--- config.mk ---
export PLATFORM = sky130hd
export DESIGN_NAME = cbl_bus_seq
export DESIGN_NICKNAME = d
export VERILOG_FILES = /design/src/design/cbl_bus_seq.v /design/src/design/cbl_mode_decode.v
export VERILOG_INCLUDE_DIRS = /design/src /design/src/design
export SDC_FILE = /design/constraint.sdc
export NUM_CORES = 1
export LEC_CHECK = 0
export BUFFER_PORTS_ARGS = -buffer_cell sky130_fd_sc_hd__buf_2
export CORE_MARGIN = 8
export CORE_UTILIZATION = 48
export DETAILED_ROUTE_END_ITERATION = 12
export PLACE_DENSITY = 0.7
export RECOVER_POWER = 50
export SLEW_MARGIN = 20
export SYNTH_ARGS = -nofsm -noshare
export SYNTH_HDL_FRONTEND = slang
export SYNTH_SLANG_ARGS = --single-unit
export TNS_END_PERCENT = 20
--- constraint.sdc ---
create_clock -name clk_sys_i -period 3.3 [get_ports clk_sys_i]
set_input_delay 0.495 -clock clk_sys_i [delete_from_list [all_inputs] [get_ports clk_sys_i]]
set_output_delay 0.495 -clock clk_sys_i [all_outputs]
set_load 0.01 [all_outputs]
--- src/design/cbl_defs.vh ---
// Shared constants of the bus-cycle sequencer: cycle kinds, addressing modes, fixed opcodes.
// Assumes inclusion by bare name from the design modules.
`ifndef CBL_DEFS_VH
`define CBL_DEFS_VH
`define CBL_CYC_FREE     3'h0
`define CBL_CYC_FETCH    3'h1
`define CBL_CYC_READ     3'h2
`define CBL_CYC_WRITE    3'h3
`define CBL_CYC_PUSH     3'h4
`define CBL_CYC_POP      3'h5
`define CBL_CYC_VECT     3'h6
`define CBL_AM_INH       4'h0
`define CBL_AM_IMM       4'h1
`define CBL_AM_DIR       4'h2
`define CBL_AM_EXT       4'h3
`define CBL_AM_IX        4'h4
`define CBL_AM_IX1       4'h5
`define CBL_AM_IX2       4'h6
`define CBL_AM_IXP       4'h7
`define CBL_AM_IX1P      4'h8
`define CBL_AM_SP1       4'h9
`define CBL_AM_SP2       4'hA
`define CBL_AM_REL       4'hB
`define CBL_PAGE2_PREFIX 8'h9E
`define CBL_VEC_PAGE     8'hFF
`define CBL_RESET_PC     16'h0000
`define CBL_RESET_SP     16'h00FF
`endif

--- src/design/cbl_bus_seq.v ---
// Bus-cycle sequencer: fetches opcodes and operands, forms addresses, runs one bus cycle per clock.
// Assumes single-cycle memory: rdata_i holds the byte of the read issued in the previous cycle.
`timescale 1ns/1ps
`include "cbl_defs.vh"
module cbl_bus_seq
(
    input  wire        clk_sys_i,
    input  wire        srst_i,
    input  wire [7:0]  rdata_i,
    input  wire        irq_i,
    input  wire [7:0]  vec_lo_i,
    input  wire        push_req_i,
    input  wire        pop_req_i,
    input  wire [7:0]  push_data_i,
    input  wire [7:0]  wr_data_i,
    input  wire        take_branch_i,
    output reg  [15:0] addr_o,
    output reg  [7:0]  wdata_o,
    output reg         rd_o,
    output reg         wr_o,
    output reg  [2:0]  cyc_kind_o,
    output reg  [7:0]  opcode_o,
    output reg         page2_o,
    output reg  [3:0]  mode_o,
    output reg  [15:0] ea_o,
    output reg  [15:0] pc_o,
    output reg  [15:0] index_o,
    output reg  [15:0] sp_o,
    output reg  [7:0]  pop_data_o,
    output reg         pop_valid_o,
    output reg         instr_done_o
);
    localparam ST_VEC_HI = 3'h0;
    localparam ST_VEC_LO = 3'h1;
    localparam ST_OPCODE = 3'h2;
    localparam ST_OPND   = 3'h3;
    localparam ST_EXEC   = 3'h4;
    localparam ST_DATA   = 3'h5;
    localparam ST_FREE   = 3'h6;
    localparam ST_FETCH0 = 3'h7;

    reg  [2:0]  state_q;
    reg  [2:0]  state_d;
    reg  [15:0] opnd_q;
    reg  [1:0]  left_q;
    reg         pfx_q;
    reg         pop_pend_q;
    reg  [15:0] vec_q;
    wire [3:0]  dec_mode;
    wire [1:0]  dec_len;
    wire        dec_store;
    wire        is_prefix;
    reg         store_q;

    function [15:0] sext8;
        input [7:0] b;
        begin
            sext8 = {{8{b[7]}}, b};
        end
    endfunction

    // Effective address of a memory operand from mode, index, stack pointer and operand.
    function [15:0] calc_ea;
        input [3:0]  m;
        input [15:0] opnd;
        input [15:0] ix;
        input [15:0] sp;
        begin
            case (m)
                `CBL_AM_DIR:  calc_ea = {8'h00, opnd[7:0]};
                `CBL_AM_EXT:  calc_ea = opnd;
                `CBL_AM_IX:   calc_ea = ix;
                `CBL_AM_IXP:  calc_ea = ix;
                `CBL_AM_IX1:  calc_ea = ix + {8'h00, opnd[7:0]};
                `CBL_AM_IX1P: calc_ea = ix + {8'h00, opnd[7:0]};
                `CBL_AM_IX2:  calc_ea = ix + opnd;
                `CBL_AM_SP1:  calc_ea = sp + {8'h00, opnd[7:0]};
                `CBL_AM_SP2:  calc_ea = sp + opnd;
                default:      calc_ea = opnd;
            endcase
        end
    endfunction

    assign is_prefix = (rdata_i == `CBL_PAGE2_PREFIX) && !pfx_q;

    cbl_mode_decode u_dec
    (
        .opcode_i   (rdata_i),
        .page2_i    (pfx_q),
        .mode_o     (dec_mode),
        .opnd_len_o (dec_len),
        .is_store_o (dec_store)
    );

    always @*
    begin
        state_d = state_q;
        case (state_q)
            ST_VEC_HI: state_d = ST_VEC_LO;
            ST_VEC_LO: state_d = ST_FREE;
            ST_FREE:   state_d = ST_FETCH0;
            ST_FETCH0: state_d = ST_OPCODE;
            ST_OPCODE:
            begin
                if (is_prefix)
                    state_d = ST_OPCODE;
                else if (dec_len != 2'h0)
                    state_d = ST_OPND;
                else
                    state_d = ST_EXEC;
            end
            ST_OPND:   state_d = (left_q == 2'h1) ? ST_EXEC : ST_OPND;
            ST_EXEC:
            begin
                if (mode_o == `CBL_AM_INH || mode_o == `CBL_AM_REL || mode_o == `CBL_AM_IMM)
                    state_d = ST_OPCODE;
                else
                    state_d = ST_DATA;
            end
            ST_DATA:   state_d = ST_OPCODE;
            default:   state_d = ST_VEC_HI;
        endcase
    end

    always @(posedge clk_sys_i)
    begin
        if (srst_i)
        begin
            state_q      <= ST_VEC_HI;
            pc_o         <= `CBL_RESET_PC;
            sp_o         <= `CBL_RESET_SP;
            index_o      <= 16'h0000;
            opnd_q       <= 16'h0000;
            left_q       <= 2'h0;
            pfx_q        <= 1'b0;
            vec_q        <= 16'h0000;
            store_q      <= 1'b0;
            pop_pend_q   <= 1'b0;
            addr_o       <= {`CBL_VEC_PAGE, 8'h00};
            wdata_o      <= 8'h00;
            rd_o         <= 1'b0;
            wr_o         <= 1'b0;
            cyc_kind_o   <= `CBL_CYC_FREE;
            opcode_o     <= 8'h00;
            page2_o      <= 1'b0;
            mode_o       <= `CBL_AM_INH;
            ea_o         <= 16'h0000;
            pop_data_o   <= 8'h00;
            pop_valid_o  <= 1'b0;
            instr_done_o <= 1'b0;
        end
        else
        begin
            state_q      <= state_d;
            wr_o         <= 1'b0;
            rd_o         <= 1'b1;
            instr_done_o <= 1'b0;
            pop_valid_o  <= pop_pend_q;
            pop_pend_q   <= 1'b0;
            if (pop_pend_q)
                pop_data_o <= rdata_i;
            case (state_q)
                ST_VEC_HI:
                begin
                    // High byte first from the top page.
                    addr_o     <= {`CBL_VEC_PAGE, vec_lo_i};
                    cyc_kind_o <= `CBL_CYC_VECT;
                    vec_q      <= {8'h00, vec_lo_i + 8'h01};
                end
                ST_VEC_LO:
                begin
                    addr_o     <= {`CBL_VEC_PAGE, vec_q[7:0]};
                    cyc_kind_o <= `CBL_CYC_VECT;
                end
                ST_FREE:
                begin
                    // The vector low byte lands now; the bus idles one cycle before the first fetch.
                    pc_o[7:0]  <= rdata_i;
                    cyc_kind_o <= `CBL_CYC_FREE;
                end
                ST_FETCH0:
                begin
                    addr_o     <= pc_o;
                    cyc_kind_o <= `CBL_CYC_FETCH;
                end
                ST_OPCODE:
                begin
                    opcode_o   <= rdata_i;
                    pc_o       <= pc_o + 16'h0001;
                    addr_o     <= pc_o + 16'h0001;
                    // Without operands the bus idles, so the next opcode is fetched only once, by EXEC or, after a data cycle, by DATA.
                    cyc_kind_o <= (is_prefix || dec_len != 2'h0) ? `CBL_CYC_FETCH : `CBL_CYC_FREE;
                    if (is_prefix)
                        pfx_q <= 1'b1;
                    else
                    begin
                        pfx_q      <= 1'b0;
                        page2_o    <= pfx_q;
                        mode_o     <= dec_mode;
                        store_q    <= dec_store;
                        left_q     <= dec_len;
                        opnd_q     <= 16'h0000;
                    end
                end
                ST_OPND:
                begin
                    opnd_q     <= {opnd_q[7:0], rdata_i};
                    left_q     <= left_q - 2'h1;
                    pc_o       <= pc_o + 16'h0001;
                    addr_o     <= pc_o + 16'h0001;
                    cyc_kind_o <= (left_q == 2'h1) ? `CBL_CYC_FREE : `CBL_CYC_FETCH;
                end
                ST_EXEC:
                begin
                    ea_o    <= calc_ea(mode_o, opnd_q, index_o, sp_o);
                    if (mode_o == `CBL_AM_REL && take_branch_i)
                    begin
                        // The offset is applied to the address of the following instruction.
                        pc_o       <= pc_o + sext8(opnd_q[7:0]);
                        addr_o     <= pc_o + sext8(opnd_q[7:0]);
                        cyc_kind_o <= `CBL_CYC_FETCH;
                        instr_done_o <= 1'b1;
                    end
                    else if (mode_o == `CBL_AM_INH || mode_o == `CBL_AM_REL || mode_o == `CBL_AM_IMM)
                    begin
                        addr_o       <= pc_o;
                        cyc_kind_o   <= `CBL_CYC_FETCH;
                        instr_done_o <= 1'b1;
                        if (push_req_i)
                        begin
                            rd_o       <= 1'b0;
                            wr_o       <= 1'b1;
                            addr_o     <= sp_o;
                            wdata_o    <= push_data_i;
                            sp_o       <= sp_o - 16'h0001;
                            cyc_kind_o <= `CBL_CYC_PUSH;
                            state_q    <= ST_DATA;
                            instr_done_o <= 1'b0;
                        end
                        else if (pop_req_i)
                        begin
                            addr_o     <= sp_o + 16'h0001;
                            sp_o       <= sp_o + 16'h0001;
                            cyc_kind_o <= `CBL_CYC_POP;
                            pop_pend_q <= 1'b1;
                            state_q    <= ST_DATA;
                            instr_done_o <= 1'b0;
                        end
                    end
                    else
                    begin
                        addr_o <= calc_ea(mode_o, opnd_q, index_o, sp_o);
                        if (store_q)
                        begin
                            rd_o       <= 1'b0;
                            wr_o       <= 1'b1;
                            wdata_o    <= wr_data_i;
                            cyc_kind_o <= `CBL_CYC_WRITE;
                        end
                        else
                            cyc_kind_o <= `CBL_CYC_READ;
                        if (mode_o == `CBL_AM_IXP || mode_o == `CBL_AM_IX1P)
                            index_o <= index_o + 16'h0001;
                    end
                end
                ST_DATA:
                begin
                    addr_o       <= pc_o;
                    cyc_kind_o   <= `CBL_CYC_FETCH;
                    instr_done_o <= 1'b1;
                    if (!store_q && cyc_kind_o == `CBL_CYC_READ)
                    begin
                        pop_data_o  <= rdata_i;
                        pop_valid_o <= 1'b1;
                    end
                end
                default:
                begin
                    cyc_kind_o <= `CBL_CYC_FREE;
                end
            endcase
        end
    end
endmodule // cbl_bus_seq

--- src/design/cbl_mode_decode.v ---
// Opcode to addressing mode decoder for both opcode tables.
// Assumes a combinational caller that supplies the page-2 flag.
`timescale 1ns/1ps
`include "cbl_defs.vh"
module cbl_mode_decode
(
    input  wire [7:0] opcode_i,
    input  wire       page2_i,
    output reg  [3:0] mode_o,
    output reg  [1:0] opnd_len_o,
    output reg        is_store_o
);
    always @*
    begin
        mode_o     = `CBL_AM_INH;
        is_store_o = (opcode_i[3:0] == 4'h7) || (opcode_i[3:0] == 4'hF);
        if (page2_i)
        begin
            // Second table: columns 6, D, E and F act on the stack pointer; column C is 8-bit indexed.
            case (opcode_i[7:4])
                4'h6, 4'hE, 4'hF: mode_o = `CBL_AM_SP1;
                4'hD:             mode_o = `CBL_AM_SP2;
                4'hC:             mode_o = `CBL_AM_IX1;
                default:          mode_o = `CBL_AM_INH;
            endcase
        end
        else
        begin
            case (opcode_i[7:4])
                4'h0, 4'h1, 4'h3, 4'hB: mode_o = `CBL_AM_DIR;
                4'h2:                   mode_o = `CBL_AM_REL;
                4'h6:                   mode_o = (opcode_i[3:0] == 4'h1) ? `CBL_AM_IX1P : `CBL_AM_IX1;
                4'h7:                   mode_o = (opcode_i[3:0] == 4'h1) ? `CBL_AM_IXP : `CBL_AM_IX;
                4'hA:                   mode_o = `CBL_AM_IMM;
                4'hC:                   mode_o = `CBL_AM_EXT;
                4'hD:                   mode_o = `CBL_AM_IX2;
                4'hE:                   mode_o = `CBL_AM_IX1;
                4'hF:                   mode_o = `CBL_AM_IX;
                default:                mode_o = `CBL_AM_INH;
            endcase
        end
        case (mode_o)
            `CBL_AM_IMM, `CBL_AM_DIR, `CBL_AM_IX1, `CBL_AM_IX1P,
            `CBL_AM_SP1, `CBL_AM_REL:              opnd_len_o = 2'h1;
            `CBL_AM_EXT, `CBL_AM_IX2, `CBL_AM_SP2: opnd_len_o = 2'h2;
            default:                               opnd_len_o = 2'h0;
        endcase
    end
endmodule // cbl_mode_decode

# Yosys cells after proc, flatten, opt, wreduce, memory -nomap -nowiden
# Memory sizes are Yosys's and may differ from the RTL's.
# Cells that the tools add are included.
dict set report word_totals {
  regBits 148
  romBits 32
  input_bits 38
  out_inout_bits 116
  word_cells 173
  memories 1
}
# name words word_bits rd rd_clocked_by_memory_dff write_ports line
set mem_list {}
lappend mem_list {{(no name shown)} 16 2 1 0 0 cbl_mode_decode.v:42} ;# case (mode_o)
dict set report classes {
  n_addsub 11
  eq_ne 37
  muxes 61
  n_bitwise 4
  n_reduce_logical 36
}
# cell count
set ops {}
lappend ops {{16-bit two-way mux} 8}
lappend ops {{16-bit one-hot mux with 6 select lines} 1}
lappend ops {{16-bit one-hot mux with 5 select lines} 1}
lappend ops {{16-bit by 1-bit adder with 16-bit output (second input constant)} 3}
lappend ops {{16-bit adder} 3}
lappend ops {{8-bit two-way mux} 6}
lappend ops {{4-bit == test (second input constant)} 11}
lappend ops {{3-bit two-way mux} 13}
lappend ops {{4-bit one-hot mux with 9 select lines} 1}
lappend ops {{16-bit by 8-bit adder with 16-bit output} 2}
lappend ops {{16-bit one-hot mux with 2 select lines} 1}
lappend ops {{4-bit by 3-bit == test with 1-bit output (second input constant)} 7}
lappend ops {{8-bit one-hot mux with 3 select lines} 1}
lappend ops {{3-bit one-hot mux with 7 select lines} 1}
lappend ops {{1-bit two-way mux} 19}
lappend ops {{3-bit one-hot mux with 6 select lines} 1}
lappend ops {{8-bit one-hot mux with 2 select lines} 1}
lappend ops {{16-bit by 1-bit subtractor with 16-bit output (second input constant)} 1}
lappend ops {{3-bit == test (second input constant)} 4}
lappend ops {{4-bit by 1-bit == test with 1-bit output (second input constant)} 3}
lappend ops {{4-bit by 2-bit == test with 1-bit output (second input constant)} 3}
lappend ops {{4-bit one-hot mux with 3 select lines} 1}
lappend ops {{4-bit AND reduction} 3}
lappend ops {{2-bit nonzero test} 5}
lappend ops {{24 further kinds} 49}

# Longest topological paths before layout
# Gate-level depths: netlist (run 1).
# An unclocked memory read counts as a cell.
dict set report depth {
  depth_word 14
  mapped_depth 14
  depth_no_buf 13
}

# Modules after synthesis
# A second synthesis (run 1) with hierarchy kept.
dict set report unflattened {
  hier_cells 1442
  hier_area_um2 10929.2
}
# mod n_inst cells_each area_per_inst_um2 seq_area_each_um2
set modules_own_cells {}
lappend modules_own_cells {cbl_bus_seq 1 1389 10560.1 2962.8}
lappend modules_own_cells {cbl_mode_decode 1 53 369.1 0.0}

# Worst setup path before layout (run 1)
# No wires, ideal clock.
dict set report synth_timing {
  path_type {in2reg}
  startpoint {input port rdata_i[0]}
  endpoint {register state_q[1]}
  setup_time_ps 103
  arrival_time_ps 2991
  t_required_ps 3197
  slack_ps 206
  stages 14
  path_buffers 1
  cell_sequence {buf_4 or4b_4 or2_2 o311ai_0 o2bb2ai_1 a21oi_1 inv_1 ha_1 inv_1 mux2i_1 mux2i_1 nand2b_2 o21ai_2 a2111oi_2}
}
dict set report synth_via {
  elab_chain_cells 14
  word_cells_on_any_way 17
  cone_classes {eq/ne (2); mux (12); reduce/logical (2); memory (1)}
}
# element line
set synth_rtl {}
lappend synth_rtl {{start, declared} cbl_bus_seq.v:9} ;# input wire [7:0] rdata_i,
lappend synth_rtl {{4-bit by 1-bit == test with 1-bit output *} {cbl_mode_decode.v:32, cbl_mode_decode.v:33}}
lappend synth_rtl {{2-bit two-way mux (no source line) / 4-bit two-way mux (equally long branches)} n/a}
lappend synth_rtl {{4-bit one-hot mux with 9 select lines *} cbl_mode_decode.v:29} ;# case (opcode_i[7:4])
lappend synth_rtl {{4-bit two-way mux *} cbl_mode_decode.v:17} ;# if (page2_i)
lappend synth_rtl {{via dec_mode[0]} cbl_bus_seq.v:49} ;# wire [3:0] dec_mode;
lappend synth_rtl {{memory 16 x 2 bit *} n/a}
lappend synth_rtl {{2-bit nonzero test *} cbl_bus_seq.v:107} ;# else if (dec_len != 2'h0)
lappend synth_rtl {{3-bit two-way mux *} cbl_bus_seq.v:107}
lappend synth_rtl {{3-bit two-way mux *} cbl_bus_seq.v:105} ;# if (is_prefix)
lappend synth_rtl {{3-bit one-hot mux with 7 select lines *} cbl_bus_seq.v:98} ;# case (state_q)
lappend synth_rtl {{3-bit two-way mux} cbl_bus_seq.v:240} ;# else if (pop_req_i)
lappend synth_rtl {{3-bit two-way mux} cbl_bus_seq.v:229} ;# if (push_req_i)
lappend synth_rtl {{3-bit two-way mux} cbl_bus_seq.v:224} ;# else if (mode_o == `CBL_AM_INH || mode_o == `CBL_AM_REL || mode_o == `CBL_AM_IMM)
lappend synth_rtl {{3-bit two-way mux} cbl_bus_seq.v:216} ;# if (mode_o == `CBL_AM_REL && take_branch_i)
lappend synth_rtl {{3-bit two-way mux *} cbl_bus_seq.v:162} ;# case (state_q)
lappend synth_rtl {{end signal, assigned} cbl_bus_seq.v:154} ;# state_q <= state_d;
lappend synth_rtl {{end, declared} cbl_bus_seq.v:42} ;# reg [2:0] state_q;
# Mark *: on every way through the listed nets, which the timed path passes. The rest lies on a longest branch.
# A chain may end at the register's enable or synchronous reset.

# Final worst setup path (run 1)
dict set report layout_timing {
  startpoint {register mode_o[2]}
  endpoint {register addr_o[11]}
}
dict set report layout_via {
  elab_chain_cells 6
  word_cells_on_any_way 20
  cone_classes {eq/ne (10); mux (4); reduce/logical (6)}
}
# element line
set layout_rtl {}
lappend layout_rtl {{start, declared} cbl_bus_seq.v:24} ;# output reg [3:0] mode_o,
lappend layout_rtl {{start signal, assigned} cbl_bus_seq.v:146} ;# mode_o <= `CBL_AM_INH;
lappend layout_rtl {{start signal, assigned} cbl_bus_seq.v:199} ;# mode_o <= dec_mode;
lappend layout_rtl {{4-bit == test, or another cell as far along} cbl_bus_seq.v:69} ;# case (m)
lappend layout_rtl {{2-bit OR reduction (no source line) / 1-bit logical OR (equally long branches)} n/a}
lappend layout_rtl {{16-bit one-hot mux with 6 select lines / 1-bit logical OR (equally long branches)} n/a}
lappend layout_rtl {{16-bit two-way mux} cbl_bus_seq.v:224}
lappend layout_rtl {{16-bit two-way mux *} cbl_bus_seq.v:216}
lappend layout_rtl {{16-bit one-hot mux with 5 select lines *} cbl_bus_seq.v:162}
lappend layout_rtl {{end signal, assigned} cbl_bus_seq.v:166} ;# addr_o <= {`CBL_VEC_PAGE, vec_lo_i};
lappend layout_rtl {{end signal, assigned} cbl_bus_seq.v:220} ;# addr_o <= pc_o + sext8(opnd_q[7:0]);
lappend layout_rtl {{end signal, assigned} cbl_bus_seq.v:226} ;# addr_o <= pc_o;
lappend layout_rtl {{end, declared} cbl_bus_seq.v:17} ;# output reg [15:0] addr_o,
# Mark *: on every way between the ends. The rest lies on a longest branch, timed or not.

==> results of run 1 <==
## state kept, by name, indices dropped and copies added, names as in the netlist, 2 cells and up
register and flops:
vec_q 8, opnd_q 16, pop_data_o 8, mode_o 4, sp_o 16, left_q 2
opcode_o 8, state_q 3, pc_o 16, addr_o 16, wdata_o 8, index_o 16
cyc_kind_o 3, ea_o 16
## metal layers
metal,GRT usage [%],share of wire (%)
met5,0,0
met4,12.7,4.2
met3,4.59,8.4
met2,45.2,45
met1,36.4,42
## through the flow
step | setup TNS [ns] | hold WS, ns | cells | power (uW) | worst slack, ns
2_1_floorplan | 0 | 0.432 | 1407 | 5210 | 0.206
3_3_place_gp | -0.279 | 0.430 | 1830 | 6830 | -0.278
3_5_place_dp | -0.363 | 0.437 | 1830 | 6880 | -0.338
4_1_cts | 0 | 0.293 | 1861 | 8920 | 0.0388
5_1_grt | -0.0231 | 0.315 | 1862 | 9400 | -0.00853
6_report | 0 | 0.296 | 1862 | 8910 | 0.144
## Yosys cell counts, types with 33 or more instances
| library cell | n | area share (%) |
|---|---|---|
| sky130_fd_sc_hd__nand2_1 | 160 | 5.7 |
| sky130_fd_sc_hd__xor2_1 | 46 | 3.8 |
| sky130_fd_sc_hd__a211oi_1 | 33 | 2.3 |
| sky130_fd_sc_hd__dfxtp_1 | 148 | 28 |
| sky130_fd_sc_hd__o21ai_0 | 84 | 4.0 |
| sky130_fd_sc_hd__nand3_1 | 52 | 2.5 |
| sky130_fd_sc_hd__xnor2_1 | 35 | 2.9 |
| sky130_fd_sc_hd__a21oi_1 | 130 | 6.1 |
| sky130_fd_sc_hd__clkbuf_1 | 62 | 2.2 |
| sky130_fd_sc_hd__ha_1 | 54 | 6.4 |
| sky130_fd_sc_hd__nor3_1 | 36 | 1.7 |
| sky130_fd_sc_hd__nor2_1 | 158 | 5.6 |
## final cells by class
| class | count | area share (%) |
|---|---|---|
| Sequential cell | 148 | 24.0 |
| Inverter | 26 | 0.790 |
| Tap cell | 280 | 2.84 |
| Timing Repair Buffer | 241 | 10.0 |
| Clock inverter | 12 | 1.18 |
| Clock buffer | 19 | 3.59 |
| Multi-Input combinational cell | 1135 | 57.6 |
| Antenna cell | 1 | 0.0203 |
## how the worst min path moves through the flow
stage                start    endpoint  slack [ns]
2_1_floorplan     vec_q[1]    vec_q[1]        0.43
3_3_place_gp    wdata_o[7]  wdata_o[7]        0.43
3_5_place_dp    wdata_o[5]  wdata_o[5]        0.44
4_1_cts        vec_lo_i[0]    vec_q[0]        0.29
5_1_grt        vec_lo_i[0]    vec_q[0]        0.31
6_report       vec_lo_i[0]    vec_q[0]        0.30
## where the power goes
part	switching, uW	internal (uW)	leakage, uW
clock network	871	1150	0.000275
logic	2890	1590	0.00340
registers	273	2150	0.00120
## worst register-to-register path, delay by kind of cell, from the launching register on
kind | cells | cell delay, ns
compound gates | 6 | 1.30
xor+xnor | 1 | 0.15
fa+ha+maj | 1 | 0.37
buf+inv | 2 | 0.33
flops | 1 | 0.38
simple gates | 4 | 0.49
## logic make-up (layout without fill, tap and decap cells)
kind of cell | count (synthesis) | in the layout | synth area share (%)
buffers and inverters | 124 | 298 | 5.25
DFF | 148 | 148 | 28.0
AOI/OAI and AO/OA | 448 | 448 | 27.4
muxes | 26 | 26 | 2.49
other | 0 | 1 | 0
adders and majority gates | 57 | 57 | 6.95
and+or+nand+nor | 523 | 523 | 23.2
xor gates and xnor gates | 81 | 81 | 6.70
## timing repair
| action | in CTS | in global routing |
|---|---|---|
| gates resized for setup | 3 | 8 |
| pin swaps | 0 | 2 |
| hold buffers | 0 | 0 |
| setup endpoints to repair | 1 | 7 |
| hold endpoints to repair | 0 | 0 |
==> out/metrics.yaml, run 1 <==
layout_worst_path_cycle_share_pct: 95.6
crit_path_start_kind: "flip-flop"
htreeDepth: 4
critical-path-max-stage-delay_ns: 0.47
clkSlewWorstSetupHoldPaths_ns: 0.07
final_max_slew_viol_count: 0
worst_setup_path_startpoint: "mode_o[2]"
path_common_cell: "sky130_fd_sc_hd__buf_4"
multi_input_area_um2: 7110
postSynthRegisterBits: 148
grt_antenna_before_repair: 1
post_synth_instance_area_um2: 10600
design.core.area_um2: 21800
std_cell_rows: 54
ys_warn_count: 0
die_area_um2: 27100
via_cell_ratio: 6.24
drive_above_1_share_pct: 12.0
post_dp_hpwl_mm: 28.9
crit_path_end: "addr_o[11]"
grt_first_pass_wirelength_mm: 60.2
critical_path.n_buffers_inverters: 2
leakage_uw: 0.00488
clk_latency_ns: 0.45
async_flop_share_pct: 0
hold-path-cell-count: 2
fin_nets: 1664
timing.max_cap.violations: 0
routabilityCongestion: 0.973
fin_worst_skew_ns: 0.0210
path_cells: "nand2b_2, nor2_1, buf_4, and2_1, ha_1, a21oi_2, nor2b_1, a211oi_1, o21ai_1, a21oi_1, xnor2_1, a2111oi_4, buf_4, o211ai_1"
regArea_um2: 2960
cts_inserted_buffers: 17
drt_drc_violations_left: 0
io_pins: 154
critical_path_peak_fanout: 8
setup_viol: 0
critical_path_cell_count: 14
synth.yosys.seq_area_share_pct: 28.0
ant_nets: 0
critPathRequiredTime_ns: 3.60
ys_dominant_reg_cell: "sky130_fd_sc_hd__dfxtp_1"
worst_slew_margin_rel_pct: 37.7
final_design_area_excluding_fillers_um2: 12400
fmax_mhz: 317
power.ir.vdd_worst_uv: 457
postCtsSetupBuffers: 0
synth_to_final_area_change_pct: 16.7
count_of_fill_cells_added_during_filler_insertion: 2167
period_needed_ns: 3.16
drtPass1Iterations: 5
initial_utilization_pct: 48.6
largest_net_degree_at_the_start_of_global_routing: 66
mostFrequentLayoutCells: "sky130_fd_sc_hd__nand2_1, sky130_fd_sc_hd__nor2_1, sky130_fd_sc_hd__dfxtp_1"
placedInstanceArea_um2: 11900
finalWirelength_mm: 38.7
r2r_end: "addr_o[11]"
cp_slowest_cell: "sky130_fd_sc_hd__a2111oi_4"
power_per_unit_of_standard_cell_area_nw_per_um2: 721
worst_slew_pin_slew_ns: 0.928
die_width_um: 164
reg2reg_from: "mode_o[2]"
setup.worst_path.end_class: "flip-flop"
worst_ep_arrival_time_ns: 3.45
via_count_of_the_first_global_routing_pass: 11100
global_route.overflow_total: 0
clock_tree_from_tritoncts: "built"
final_count_of_hold_timing_violations: 0
portBuffers: 152
cp_top_family: "compound AO/OA/AOI/OAI gates"
cts.path.max_buffers: 2
result_of_the_run: "finished clean"
timing.reg2reg.setup_slack_ns: 0.14
fin_util_pct: 56.8
clock_tree.root_cell: "sky130_fd_sc_hd__clkbuf_16"
synthCells: 1407
mostFrequentLayoutCell: "sky130_fd_sc_hd__nand2_1"
ys_types: 83
dr.first_iter.drc_count: 1408
rr_worst_depth: 14
post_drt_wl_per_cell_um: 20.8
grtUsageTotal_pct: 28.1
cts_num_sinks: 148
synth_enable_flop_cells: 0
min-delay-path-class: "input pin to flip-flop"
mappedNetlistNets: 1502
num_vias: 11600
postSynthAreaPerCell_um2: 7.52
overall_die_height_um: 164
path_class: "flip-flop to flip-flop"
(Power assumes the default switching activity.)
==> run 2: changes to the inputs <==
- SYNTH_HIERARCHICAL: unset -> 1
==> run 2 against run 1 <==
Compared with the run above: flip-flop and latch count did not move; via count grew 3.1%; register-to-register slack hardly changed; clock power about the same; clock skew is 0.0065 ns lower; sequential power hardly changed; cell area increased by 1.2%; combinational power fell by 19%; maximum frequency grew 0.41%; total power is 9.6% lower; first-iteration DRC count is 4.6% lower; core utilization is 1.2 points lower; critical endpoint is now addr_o[0]; highest routed layer is now met5.
==> out/metrics.yaml, run 2 <==
drt_drc_violations_left: 0
worst_ep_arrival_time_ns: 3.46
regArea_um2: 2960
min-delay-path-class: "input pin to flip-flop"
cts_num_sinks: 148
fin_worst_skew_ns: 0.0145
clock_tree_from_tritoncts: "built"
yosysMostFrequentCell: "sky130_fd_sc_hd__nand2_1"
timing.max_cap.violations: 0
result_of_the_run: "finished clean"
power_per_unit_of_standard_cell_area_nw_per_um2: 645
finalWirelength_mm: 39.9
routabilityCongestion: 0.967
fin_util_pct: 55.6
drive_above_1_share_pct: 11.9
design.core.area_um2: 22500
die_area_um2: 27900
leakage_uw: 0.00480
path_class: "flip-flop to flip-flop"
synth_enable_flop_cells: 0
io_pins: 154
portBuffers: 152
dr.first_iter.drc_count: 1343
std_cell_rows: 55
ys_warn_count: 6
count_of_fill_cells_added_during_filler_insertion: 2218
async_flop_share_pct: 0
postSynthRegisterBits: 148
setup.worst_path.end_class: "flip-flop"
cp_top_family: "compound AO/OA/AOI/OAI gates"
synth.yosys.seq_area_share_pct: 27.1
htreeDepth: 4
num_vias: 12000
critical_path_cell_count: 8
fin_hold_ws_ns: 0.324
final_count_of_hold_timing_violations: 0
cts.path.max_buffers: 2
ant_nets: 0
period_needed_ns: 3.14
rr_worst_depth: 8
post_synth_instance_area_um2: 10900
worst_slew_margin_rel_pct: 29.9
clkSlewWorstSetupHoldPaths_ns: 0.08
grt_first_pass_wirelength_mm: 62.5
clock_tree.root_cell: "sky130_fd_sc_hd__clkbuf_16"
mostFrequentLayoutCells: "sky130_fd_sc_hd__nand2_1, sky130_fd_sc_hd__nor2_1, sky130_fd_sc_hd__dfxtp_1"
ys_types: 105
critical_path_peak_fanout: 11
fmax_mhz: 318
mostFrequentLayoutCell: "sky130_fd_sc_hd__nand2_1"
synth_top_cells_by_count: "sky130_fd_sc_hd__nand2_1, sky130_fd_sc_hd__nor2_1, sky130_fd_sc_hd__dfxtp_1"
drtPass1Iterations: 6
post_dp_hpwl_mm: 29.9
setup_tns_ns: 0
worst_slew_pin_slew_ns: 1.04
overall_die_height_um: 167
path_cells: "clkbuf_1, xor2_1, and2_1, a222oi_1, a21boi_1, mux2i_1, a221oi_1, nor3_1"
multi_input_area_um2: 7410
setup_repair_after_global_routing_missed_its_margin: "false"
synth_to_final_area_change_pct: 14.4
critPathRequiredTime_ns: 3.61
grtUsageTotal_pct: 27.7
yosysTopAreaCellShare_pct: 27.1
layout_worst_path_cycle_share_pct: 95.2
crit_path_start_kind: "flip-flop"
largest_net_degree_at_the_start_of_global_routing: 69
initial_utilization_pct: 48.6
critical_path.n_buffers_inverters: 1
cts_inserted_buffers: 17
clk_latency_ns: 0.43
final_max_slew_viol_count: 0
synth.largest_area_cell: "sky130_fd_sc_hd__dfxtp_1"
postSynthAreaPerCell_um2: 7.58
power.ir.vdd_worst_uv: 404
ys_dominant_reg_cell: "sky130_fd_sc_hd__dfxtp_1"
fin_nets: 1675
synthCells: 1442
cp_slowest_cell: "sky130_fd_sc_hd__a21boi_1"
mappedNetlistNets: 1536
postCtsHoldBufs: 0
via_cell_ratio: 6.38
global_route.overflow_total: 0
post_drt_wl_per_cell_um: 21.2
synthTopCellsByArea: "sky130_fd_sc_hd__dfxtp_1, sky130_fd_sc_hd__ha_1, sky130_fd_sc_hd__a21oi_1"
via_count_of_the_first_global_routing_pass: 11200
die_width_um: 167
hold-path-cell-count: 2
n_antenna_cell: 0
grt_antenna_before_repair: 1
setup_viol: 0
critical-path-max-stage-delay_ns: 0.63
==> run 2: changes by cell type after synthesis, sizes merged, moves of 7 or more <==
cell / before / now
a22o: 8 / 1
and2: 16 / 24
nand4: 11 / 20
o21ai: 86 / 96
o221ai: 6 / 13
o22ai: 29 / 20
xor2: 46 / 33
==> run 2: through the flow <==
step | power [uW] | setup slack [ns] | area, um^2 | instances
floorplan | 4900 | 0.342 | 10900 | 1442
global placement | 6070 | 0.244 | 12100 | 1847
detailed placement | 6120 | 0.164 | 12100 | 1847
CTS | 8100 | 0.168 | 12700 | 1879
global route | 8510 | 0.0153 | 12500 | 1879
finish | 8060 | 0.157 | 12500 | 1879
==> run 2: cell families (layout without fill, tap and decap cells) <==
family,count (synthesis),after routing,synth area share [%]
flip-flops,148,148,27.1
AO/OA/AOI/OAI,453,453,27.6
XOR/XNOR,73,73,5.85
multiplexers,27,27,2.52
buffers and inverters,128,280,5.22
adder cells (fa/ha/maj),56,56,6.62
AND/OR/NAND/NOR,557,557,25.1
==> run 2: layout make-up <==
cell class                 instances  share of cell area, %
clock buffer                      19                   3.54
multi-input combinational       1166                   59.3
tap                              285                   2.85
timing repair buffer             221                   8.66
inverter                          27                  0.811
clock inverter                    13                   1.15
sequential                       148                   23.7
==> run 2: path summary, 6_finish.rpt <==
path / from / endpoint / slack (ns)
setup / recovery: mode_o[0] / addr_o[0] / 0.16
hold / removal: vec_lo_i[0] / vec_q[0] / 0.32
setup reg to reg: mode_o[0] / addr_o[0] / 0.16
hold reg to reg: ea_o[13] / ea_o[13] / 0.45
==> run 2: where the power goes <==
group	switching, uW	internal [uW]	leakage [uW]
registers	296	2120	0.00120
logic	2370	1280	0.00332
clock network	902	1090	0.000277
total	3570	4490	0.00480
==> run 2: metal layers <==
metal | vias to the layer above | routed length [um] | track usage (%)
met3 | 132 | 4030 | 5.51
met1 | 5620 | 16600 | 36.0
met2 | 638 | 17500 | 43.1
met5 | - | 12 | 0
met4 | 2 | 1790 | 13.4
li1 | 5596 | - | -
==> run 2: what timing repair did <==
item	4_1_cts	5_1_grt
setup buffers	0	0
endpoints found under the setup margin	0	2
gates resized for setup	0	3
==> run 3: changes to the inputs <==
- CORE_MARGIN: 8 -> unset
==> run 3 against run 2 <==
Compared with the run above: sequential power about the same; critical path type unchanged; hold slack got worse by 0.017 ns; clock power increased by 5%.
==> out/metrics.yaml, run 3 (synthesized netlist as in run 2, its figures left out) <==
result_of_the_run: "finished clean"
routabilityCongestion: 1.02
drive_above_1_share_pct: 11.5
die_width_um: 153
worst_slew_margin_rel_pct: 37.7
final_count_of_hold_timing_violations: 0
hold_path_startpoint: "vec_lo_i[0]"
largest_net_degree_at_the_start_of_global_routing: 69
finalWirelength_mm: 37.1
worst_slew_pin_slew_ns: 0.928
p_total_uw: 8110
critPathRequiredTime_ns: 3.62
cp_top_family: "simple AND/OR/NAND/NOR gates"
fin_nets: 1664
fmax_mhz: 323
cts_inserted_buffers: 17
die_area_um2: 23400
fin_hold_ws_ns: 0.306
overall_die_height_um: 153
global_route.overflow_total: 0
clkSlewWorstSetupHoldPaths_ns: 0.07
mostFrequentLayoutCells: "sky130_fd_sc_hd__nand2_1, sky130_fd_sc_hd__nor2_1, sky130_fd_sc_hd__dfxtp_1"
htreeDepth: 4
post_drt_wl_per_cell_um: 19.9
multi_input_area_um2: 7400
setup_viol: 0
setup.worst_path.end_class: "flip-flop"
rr_worst_depth: 11
clock_tree.root_cell: "sky130_fd_sc_hd__clkbuf_16"
period_needed_ns: 3.10
grt_antenna_before_repair: 1
critical_path_peak_fanout: 5
via_count_of_the_first_global_routing_pass: 10500
portBuffers: 152
post_dp_hpwl_mm: 27.5
hold-path-cell-count: 2
design.core.area_um2: 22100
io_pins: 154
mostFrequentLayoutCell: "sky130_fd_sc_hd__nand2_1"
drt_drc_violations_left: 0
cts_num_sinks: 148
regArea_um2: 2960
timing.reg2reg.setup_slack_ns: 0.20
critical-path-max-stage-delay_ns: 0.41
grt_first_pass_wirelength_mm: 58.5
leakage_uw: 0.00479
power_per_unit_of_standard_cell_area_nw_per_um2: 651
min_to: "vec_q[0]"
reg2reg_from: "mode_o[2]"
path_cells: "and4bb_1, and2_1, ha_1, and2_4, a221o_1, a31oi_2, nor3_1, nor4_1, o221ai_2, a211oi_1, o21ai_1"
std_cell_rows: 54
dr.first_iter.drc_count: 1186
path_class: "flip-flop to flip-flop"
r2r_end: "addr_o[14]"
ant_nets: 0
initial_utilization_pct: 49.5
via_cell_ratio: 6.29
count_of_fill_cells_added_during_filler_insertion: 2123
grtUsageTotal_pct: 31.6
setup_tns_ns: 0
num_vias: 11700
min-delay-path-class: "input pin to flip-flop"
critical_path.n_buffers_inverters: 0
worst_ep_arrival_time_ns: 3.42
drtPass1Iterations: 6
cts.path.max_buffers: 2
clk_latency_ns: 0.44
crit_path_start_kind: "flip-flop"
timing.max_cap.violations: 0
fin_worst_skew_ns: 0.0135
final_max_slew_viol_count: 0
layout_worst_path_cycle_share_pct: 93.9
setup_repair_after_global_routing_missed_its_margin: "false"
cp_slowest_cell: "sky130_fd_sc_hd__dfxtp_1"
synth_to_final_area_change_pct: 14.0
clock_tree_from_tritoncts: "built"
power.ir.vdd_worst_uv: 400
-- run 3: area by class of cell --
class / instances / area share (%)
Antenna cell: 1 / 0.0201
Clock buffer: 19 / 3.55
Clock inverter: 13 / 1.39
Inverter: 27 / 0.813
Multi-Input combinational cell: 1166 / 59.4
Sequential cell: 148 / 23.8
Tap cell: 280 / 2.81
Timing Repair Buffer: 210 / 8.22
-- run 3: stage by stage --
stage               std cells  instance area, um^2  utilization [%]  worst slack [ns]
floorplan                1442                10900                -             0.342
global placement         1831                12000             54.4             0.237
detailed placement       1831                12000             54.4             0.193
CTS                      1863                12600             57.2             0.176
global route             1863                12500             56.4           0.00941
finish                   1864                12500             56.4             0.200
-- run 3: where the power goes --
group          total, uW  switching [uW]  internal, uW  leakage [uW]
Clock               2080             858          1220      0.000287
Sequential          2420             295          2120       0.00120
Combinational       3610            2330          1280       0.00330
-- run 3: metal layers --
layer	part of all wire (%)	global-route usage [%]	vias to the layer above
li1	-	-	5558
met1	42	41.3	5456
met3	8.9	6.07	108
met2	45	50.4	609
met4	4.1	14.4	0
met5	0	0	-
-- run 3: repair_timing --
| item | CTS | global route |
|---|---|---|
| buffers inserted | 0 | 0 |
| setup endpoints to repair | 0 | 1 |
| hold buffers | 0 | 0 |
| gates resized for setup | 0 | 1 |
-- run 3: worst max path at each step --
stage                    start         end  depth (start not counted)
floorplan            mode_o[2]  addr_o[12]                         12
global placement     mode_o[3]  addr_o[14]                         11
detailed placement  rdata_i[2]  state_q[1]                         14
CTS                  mode_o[3]  addr_o[14]                         11
global route         mode_o[3]  addr_o[14]                         11
finish               mode_o[2]  addr_o[14]                         11
